**config.mk**
```make
export PLATFORM = sky130hd
export DESIGN_NAME = adcsop_top
export DESIGN_NICKNAME = d
export VERILOG_FILES = /design/src/design/adcsop_pkg.sv /design/src/design/adcsop_fifo.sv /design/src/design/adcsop_top.sv
export SDC_FILE = /design/constraint.sdc
export NUM_CORES = 1
export LEC_CHECK = 0
export BUFFER_PORTS_ARGS = -buffer_cell sky130_fd_sc_hd__buf_4
export CAP_MARGIN = 20
export CORE_MARGIN = 5
export CORE_UTILIZATION = 55
export DETAILED_ROUTE_END_ITERATION = 7
export HOLD_SLACK_MARGIN = 0.03
export PLACE_DENSITY_LB_ADDON = 0.25
export SLEW_MARGIN = 10
export SYNTH_ARGS = -nofsm -noshare
export SYNTH_HDL_FRONTEND = slang
export SYNTH_SLANG_ARGS = --single-unit
```
**constraint.sdc**
```tcl
create_clock -name i_clk -period 3.2 [get_ports i_clk]
set_input_delay 0.48 -clock i_clk [delete_from_list [all_inputs] [get_ports i_clk]]
set_output_delay 0.48 -clock i_clk [all_outputs]
set_load 0.005 [all_outputs]
```
**src/design/adcsop_pkg.sv**
```systemverilog
/*
 * Shared constants and types of the sample output port of a 12-bit converter.
 * Assumes a 250 MHz system clock and a quantiser that delivers signed LSB counts.
 */
package adcsop_pkg;

	localparam int unsigned CODE_W           = 12;
	localparam int unsigned VIN_W            = 14;
	localparam int unsigned FIFO_DEPTH       = 16;
	localparam int unsigned CLK_FREQ_MHZ     = 250;
	localparam int unsigned CLOCK_HIGH_MAX_NS = 300;
	localparam int unsigned CLOCK_HIGH_MAX_CYC = (CLOCK_HIGH_MAX_NS * CLK_FREQ_MHZ) / 1000;
	localparam int unsigned HIGH_CNT_W       = 8;

	localparam logic signed [VIN_W:0] MID_OFFSET = 15'sh0800;
	localparam logic signed [VIN_W:0] CODE_TOP   = 15'sh0FFF;
	localparam logic signed [VIN_W-1:0] FS_TOP   = 14'sh07FF;
	localparam logic signed [VIN_W-1:0] OVR_LSB  = 14'sh0001;
	localparam logic [CODE_W-1:0] CODE_ZERO      = 12'h000;
	localparam logic [CODE_W-1:0] CODE_ONES      = 12'hFFF;
	localparam logic [VIN_W-1:0] VIN_RESET       = 14'h0000;
	localparam logic [HIGH_CNT_W-1:0] HIGH_CNT_RESET = 8'h00;

	typedef struct packed {
		logic              overrange_flag;
		logic [CODE_W-1:0] sample_code;
	} adcsop_word_t;

	localparam int unsigned WORD_W = $bits(adcsop_word_t);
	localparam adcsop_word_t WORD_RESET = '{overrange_flag: 1'b0, sample_code: 12'h000};

endpackage

```
**src/design/adcsop_fifo.sv**
```systemverilog
/*
 * Flip-flop FIFO with valid/ready on both sides.
 * Assumes an active-low reset that is released in step with the clock.
 */
`timescale 1ns/10ps
module adcsop_fifo #(
	parameter int unsigned WIDTH = 13,
	parameter int unsigned DEPTH = 16
) (
	input  wire logic             i_clk,
	input  wire logic             i_rst_n,
	input  wire logic [WIDTH-1:0] i_in_data,
	input  wire logic             i_in_valid,
	output logic                  o_in_ready,
	output logic [WIDTH-1:0]      o_out_data,
	output logic                  o_out_valid,
	input  wire logic             i_out_ready
);
	localparam int unsigned AW = $clog2(DEPTH);

	logic [WIDTH-1:0] mem_reg [DEPTH];
	logic [AW:0]      wr_ptr_reg;
	logic [AW:0]      rd_ptr_reg;
	logic             push;
	logic             pop;
	logic             full;
	logic             empty;

	assign full        = (wr_ptr_reg[AW] != rd_ptr_reg[AW]) && (wr_ptr_reg[AW-1:0] == rd_ptr_reg[AW-1:0]);
	assign empty       = (wr_ptr_reg == rd_ptr_reg);
	assign o_in_ready  = !full;
	assign o_out_valid = !empty;
	assign o_out_data  = mem_reg[rd_ptr_reg[AW-1:0]];
	assign push        = i_in_valid && !full;
	assign pop         = i_out_ready && !empty;

	// ==================================================
	// Storage
	always_ff @(posedge i_clk) begin
		if (push) begin
			mem_reg[wr_ptr_reg[AW-1:0]] <= i_in_data;
		end
	end

	// ==================================================
	// Pointers
	always_ff @(posedge i_clk or negedge i_rst_n) begin
		if (!i_rst_n) begin
			wr_ptr_reg <= '0;
			rd_ptr_reg <= '0;
		end else begin
			if (push) begin
				wr_ptr_reg <= wr_ptr_reg + 1'b1;
			end
			if (pop) begin
				rd_ptr_reg <= rd_ptr_reg + 1'b1;
			end
		end
	end

endmodule

```
**src/design/adcsop_top.sv**
```systemverilog
/*
 * Digital sample output port of a 12-bit pipelined converter.
 * Holds the synchronisers of the converter clock and input pins, the
 * mapping of the signed input to a straight-binary code, the overrange
 * detection, a pipeline buffer that delays each sample by one converter
 * clock, the output word register with its strobe, and a sticky monitor
 * of the converter clock high time.
 * Assumes the converter clock and quantised input arrive asynchronously as pins,
 * that the input value is steady around each converter clock rise, and that
 * each converter clock phase lasts at least two system clock cycles.
 * Outputs are registered and cleared by the active-low reset.
 */
// Behaviour
// [RULE_01] Sample input on each converter clock rise
// [RULE_02] Output previous sample on next clock rise
// [RULE_03] Twelve-bit straight binary, bit zero least
// [RULE_04] Overrange flag when input exceeds full scale
// [RULE_05] Flag leaves saturated data code untouched
// [RULE_06] Source keeps clock high at most 300ns
// [RULE_07] Source duty cycle between forty and sixty
// [RULE_08] Capture code and flag as one word
`timescale 1ns/10ps
module adcsop_top #(
	parameter int unsigned FIFO_DEPTH = adcsop_pkg::FIFO_DEPTH
) (
	input  wire logic                                i_clk,
	input  wire logic                                i_nrst,
	input  wire logic                                i_conv_clk,
	input  wire logic signed [adcsop_pkg::VIN_W-1:0] i_vin_lsb,
	output logic [adcsop_pkg::CODE_W-1:0]            o_sample_code,
	output logic                                     o_overrange_flag,
	output logic                                     o_sample_strobe,
	output logic                                     o_clock_high_width_fault
);

	// ==================================================
	// Synchroniser state
	logic                                     rst_meta_reg;
	logic                                     rst_n_reg;
	logic                                     clk_meta_reg;
	logic                                     clk_sync_reg;
	logic                                     clk_prev_reg;
	logic signed [adcsop_pkg::VIN_W-1:0]      vin_meta_reg;
	logic signed [adcsop_pkg::VIN_W-1:0]      vin_sync_reg;
	logic                                     rise;

	// ==================================================
	// Conversion path
	logic signed [adcsop_pkg::VIN_W:0]        offset;
	logic [adcsop_pkg::CODE_W-1:0]            code_next;
	logic                                     flag_next;
	adcsop_pkg::adcsop_word_t                 word_next;
	adcsop_pkg::adcsop_word_t                 fifo_out;
	logic                                     fifo_out_valid;
	logic                                     word_pop;

	// ==================================================
	// Output state
	adcsop_pkg::adcsop_word_t                 out_word_reg;
	logic                                     strobe_reg;

	// ==================================================
	// Clock monitor state
	logic [adcsop_pkg::HIGH_CNT_W-1:0]        high_cnt_reg;
	logic                                     high_room;
	logic                                     high_over;
	logic                                     fault_reg;

	// ==================================================
	// Reset release
	always_ff @(posedge i_clk or negedge i_nrst) begin
		if (!i_nrst) begin
			rst_meta_reg <= 1'b0;
			rst_n_reg    <= 1'b0;
		end else begin
			rst_meta_reg <= 1'b1;
			rst_n_reg    <= rst_meta_reg;
		end
	end

	// ==================================================
	// Converter clock synchroniser
	always_ff @(posedge i_clk or negedge rst_n_reg) begin
		if (!rst_n_reg) begin
			clk_meta_reg <= 1'b0;
			clk_sync_reg <= 1'b0;
		end else begin
			clk_meta_reg <= i_conv_clk;
			clk_sync_reg <= clk_meta_reg;
		end
	end

	// ==================================================
	// Converter clock edge history
	always_ff @(posedge i_clk or negedge rst_n_reg) begin
		if (!rst_n_reg) begin
			clk_prev_reg <= 1'b0;
		end else begin
			clk_prev_reg <= clk_sync_reg;
		end
	end

	// ==================================================
	// Input value synchroniser
	always_ff @(posedge i_clk or negedge rst_n_reg) begin
		if (!rst_n_reg) begin
			vin_meta_reg <= adcsop_pkg::VIN_RESET;
			vin_sync_reg <= adcsop_pkg::VIN_RESET;
		end else begin
			vin_meta_reg <= i_vin_lsb;
			vin_sync_reg <= vin_meta_reg;
		end
	end

	// [RULE_01] rising edge detect
	assign rise = clk_sync_reg && !clk_prev_reg;

	// ==================================================
	// Quantiser to output code
	assign offset = $signed({vin_sync_reg[adcsop_pkg::VIN_W-1], vin_sync_reg}) + adcsop_pkg::MID_OFFSET;

	// [RULE_03] straight binary saturate
	always_comb begin
		if (offset < 0) begin
			code_next = adcsop_pkg::CODE_ZERO;
		end else if (offset > adcsop_pkg::CODE_TOP) begin
			code_next = adcsop_pkg::CODE_ONES;
		end else begin
			code_next = offset[adcsop_pkg::CODE_W-1:0];
		end
	end

	// ==================================================
	// Overrange detection
	// [RULE_04] overrange by one LSB
	always_comb begin
		flag_next = (vin_sync_reg >= (adcsop_pkg::FS_TOP + adcsop_pkg::OVR_LSB));
	end

	// [RULE_05] code chosen independently
	always_comb begin
		word_next                = adcsop_pkg::WORD_RESET;
		word_next.sample_code    = code_next;
		word_next.overrange_flag = flag_next;
	end

	// ==================================================
	// Sample pipeline buffer
	adcsop_fifo #(
		.WIDTH (adcsop_pkg::WORD_W),
		.DEPTH (FIFO_DEPTH)
	) u_fifo (
		.i_clk       (i_clk),
		.i_rst_n     (rst_n_reg),
		.i_in_data   (word_next),
		.i_in_valid  (rise),
		.o_in_ready  (),
		.o_out_data  (fifo_out),
		.o_out_valid (fifo_out_valid),
		.i_out_ready (rise)
	);

	// [RULE_02] release previous sample
	assign word_pop = rise && fifo_out_valid;

	// ==================================================
	// Output word register
	// [RULE_02] one edge latency
	// [RULE_08] code and flag together
	always_ff @(posedge i_clk or negedge rst_n_reg) begin
		if (!rst_n_reg) begin
			out_word_reg <= adcsop_pkg::WORD_RESET;
		end else if (word_pop) begin
			out_word_reg <= fifo_out;
		end
	end

	// ==================================================
	// Word strobe
	always_ff @(posedge i_clk or negedge rst_n_reg) begin
		if (!rst_n_reg) begin
			strobe_reg <= 1'b0;
		end else begin
			strobe_reg <= word_pop;
		end
	end

	// ==================================================
	// Clock high width limits
	// [RULE_06] compare against limit
	assign high_room = (high_cnt_reg <= adcsop_pkg::HIGH_CNT_W'(adcsop_pkg::CLOCK_HIGH_MAX_CYC));
	assign high_over = (high_cnt_reg >= adcsop_pkg::HIGH_CNT_W'(adcsop_pkg::CLOCK_HIGH_MAX_CYC));

	// ==================================================
	// Clock high width counter
	// [RULE_06] high time count
	always_ff @(posedge i_clk or negedge rst_n_reg) begin
		if (!rst_n_reg) begin
			high_cnt_reg <= adcsop_pkg::HIGH_CNT_RESET;
		end else if (!clk_sync_reg) begin
			high_cnt_reg <= adcsop_pkg::HIGH_CNT_RESET;
		end else if (high_room) begin
			high_cnt_reg <= high_cnt_reg + 1'b1;
		end
	end

	// ==================================================
	// Sticky high width fault
	// [RULE_06] fault set
	always_ff @(posedge i_clk or negedge rst_n_reg) begin
		if (!rst_n_reg) begin
			fault_reg <= 1'b0;
		end else if (clk_sync_reg && high_over) begin
			fault_reg <= 1'b1;
		end
	end

	// ==================================================
	// Outputs
	assign o_sample_code            = out_word_reg.sample_code;
	assign o_overrange_flag         = out_word_reg.overrange_flag;
	assign o_sample_strobe          = strobe_reg;
	assign o_clock_high_width_fault = fault_reg;

endmodule

```
==> results.py <==
metrics = {
    "timing": {
        "drv_slew": 0,
        "relSlewSlack_pct": 49.40,
        "rsz0062_at_grt": "no",
        "hold_viol_final": 0,
        "max_freq_mhz": 395.2,
        "tightestPinTransition_ns": 0.7590,
        "period_minus_slack_ns": 2.530,
        "setup_violations": 0,
        "fin_skew_ns": 0.01659,
        "fin_setup_tns_ns": 0,
        "fin_crit_sh_pct": 79.07,
    },
    "floorplanning": {
        "die_w_um": 148.1,
        "rows": 50,
        "initial_core_util_pct": 55.89,
        "fp.dieH_um": 148.1,
        "die_area_mm2": 0.02194,
        "core-area_mm2": 0.01877,
        "io_pins": 32,
    },
    "synth": {
        "synthDistinctLibCells": 39,
        "yosysSeqAreaShare_pct": 75.29,
        "synthArstFlopShare_pct": 24.09,
        "avgSynthCellArea_um2": 19.72,
        "synthCells": 532,
        "synth-main-ff-cell": "edfxtp_1",
        "ys_warn_count": 0,
        "synth-edff-count": 208,
        "synth.net_count": 557,
        "synth-seq-cells": 274,
        "synthesis.area_mm2": 0.01049,
    },
    "clocking": {
        "clock_latency_ns": 0.53,
        "postCtsHoldBufs": 1,
        "cts_resized": 0,
        "h-tree-depth": 1,
        "postCtsSetupBuffers": 0,
        "path_clk_slew_ns": 0.06,
        "cts_buffer_depth": 3,
        "cts_root_buffer": "clkbuf_16",
        "cts_buffers": 28,
        "clock-sinks": 274,
        "cts_tree": "built",
    },
    "critical_path": {
        "cp_slowest_cell": "dfrtp_1",
        "slowest_delay_ns": 0.74,
        "cp_max_fo": 19,
        "critPathKind": "flip-flop to flip-flop",
        "start_kind": "flip-flop",
        "cp-end-kind": "flip-flop",
        "cp_data_arrival_time_ns": 2.75,
        "cp_cell_sequence": "xor2_1 > nor4_4 > a21oi_1 > buf_4 > and4bb_2",
        "critical_path_required_ns": 3.42,
    },
    "flow_run": {
        "max_cap_viol_count": 0,
    },
    "power_and_ir_drop": {
        "total_power_w": 0.01009,
        "p_comb_share_pct": 23.9,
        "clock_power_share_pct": 31.4,
        "seq_power_share_pct": 44.7,
        "p_leak_nw": 4.412,
        "internal_power_w": 0.007290,
        "swShare_pct": 27.73,
        "p_per_area_mw_per_mm2": 827.4,
        "p_switching_w": 0.002798,
        "vdd_ir_drop_max_mv": 0.5282,
    },
    "global_routing": {
        "grt_pass1_wl_mm": 33.25,
        "grt_pass1_vias": 5523,
        "grt_usage_pct": 20.03,
        "grt.overflow.total": 0,
        "grt_max_degree": 37,
        "antenna_found_initial": 0,
    },
    "routing": {
        "drt_iter0_markers": 431,
        "wl_mm": 21.06,
        "drc": 0,
        "drtPass1Iterations": 7,
        "viasPerCell": 6.059,
        "ant_nets": 0,
        "wl_per_cell_um": 24.24,
        "vias": 5265,
    },
    "cells_and_area": {
        "largest_reg_flops": 208,
        "drive_above_1_share_pct": 31.02,
        "fin_nets": 638,
        "area_growth_syn_to_layout_pct": 16.22,
        "n_antenna_cell": 0,
    },
    "place": {
        "dp_hpwl_mm": 13.54,
        "port_buffers": 31,
        "place_congestion": 0.8459,
    },
    "run_status": {
        "outcome": "finished clean",
    },
    "hold_path": {
        "hp-class": "input pin to flip-flop",
    },
}
## worst max-delay path, delay by kind of cell (launching register included)
kind / cells / cell delay (ns)
simple gates: 2 / 0.91
xor+xnor: 1 / 0.21
buf+inv: 1 / 0.21
compound gates: 1 / 0.15
flops: 1 / 0.74
## power by group through the flow
stage | sequential [W] | combinational [W] | clock (W)
floorplan | 0.00439 | 0.00179 | 0
global placement | 0.00456 | 0.00239 | 0
detailed placement | 0.00458 | 0.00243 | 0
CTS | 0.00452 | 0.00245 | 0.00321
global route | 0.00456 | 0.00262 | 0.00338
finish | 0.00451 | 0.00241 | 0.00316
## synth_stat cells (all sizes together) (6+ instances only)
library cell | count | area (um^2)
edfxtp | 208 | 6246
dfrtp | 66 | 1652
mux4 | 52 | 1171
a22oi | 26 | 195.2
nor2 | 23 | 86.33
nand2 | 17 | 63.81
clkbuf | 16 | 63.81
xor2 | 16 | 140.1
mux2 | 15 | 168.9
buf | 10 | 61.30
and4b | 8 | 80.08
ha | 8 | 100.1
inv | 8 | 30.03
and2 | 7 | 43.79
a211oi | 6 | 45.04
## logic make-up (layout without fill, tap and decap cells)
group / count (synthesis) / count (layout) / synth area share (%)
multiplexers: 68 / 68 / 12.87
flip-flops: 274 / 274 / 75.29
AND/OR/NAND/NOR: 81 / 81 / 4.497
XOR/XNOR: 20 / 20 / 1.670
AO/OA/AOI/OAI: 46 / 46 / 3.209
other: 1 / 1 / 0.03575
buffers and inverters: 34 / 137 / 1.479
adder cells (fa/ha/maj): 8 / 8 / 0.9542
## per-layer routing
layer	wire [um]	track usage, %	vias up
li1	-	-	2279
met1	8774	28.52	2775
met2	10720	33.59	180
met3	1122	2.681	31
met4	443	4.896	0
met5	0	0	-
## cell usage in the layout, fill, tap and decap left out, drive strengths merged, types with 4 or more instances in the layout
cell type / count
a211oi: 6
a21oi: 5
a22oi: 26
and2: 7
and4b: 8
buf: 76
clkbuf: 42
clkinv: 8
dfrtp: 66
edfxtp: 208
ha: 8
inv: 9
mux2: 15
mux4: 52
nand2: 17
nand3: 5
nor2: 23
xnor2: 4
xor2: 16
## metrics by stage
| stage | setup WS (ns) | instance area (um^2) | hold WS [ns] | util [%] | cells |
|---|---|---|---|---|---|
| floorplan | 0.2372 | 10500 | 0.1844 | - | 532 |
| global placement | 0.7687 | 11260 | 0.2616 | 60.00 | 816 |
| detailed placement | 0.7102 | 11260 | 0.2629 | 60.00 | 816 |
| CTS | 0.6870 | 12190 | 0.03874 | 64.96 | 869 |
| global route | 0.4661 | 12190 | 0.03867 | 64.96 | 869 |
| finish | 0.6698 | 12190 | 0.05785 | 64.96 | 869 |
## worst paths after layout
check,start,endpoint,slack (ns),cells past startpoint
max in group asynchronous,rst_n_reg,vin_meta_reg[6],1.89,1
worst max register to register,u_fifo.wr_ptr_reg[2],u_fifo.mem_reg[2][5],0.67,5
worst max-delay path,u_fifo.wr_ptr_reg[2],u_fifo.mem_reg[2][5],0.67,5
min in group asynchronous,i_nrst,rst_meta_reg,0.26,2
worst min register to register,rst_n_reg,o_overrange_flag,0.34,0
worst min-delay path,i_vin_lsb[12],vin_meta_reg[12],0.06,1
## final cells by class
type                            count  area [um^2]
Clock buffer                       42        845.8
Clock inverter                     10        75.07
Fill cell                        1250         6576
Inverter                            8        30.03
Multi-Input combinational cell    224         2464
Sequential cell                   274         7904
Tap cell                          234        292.8
Timing Repair Buffer               77        580.6
(Power assumes the default switching activity.)
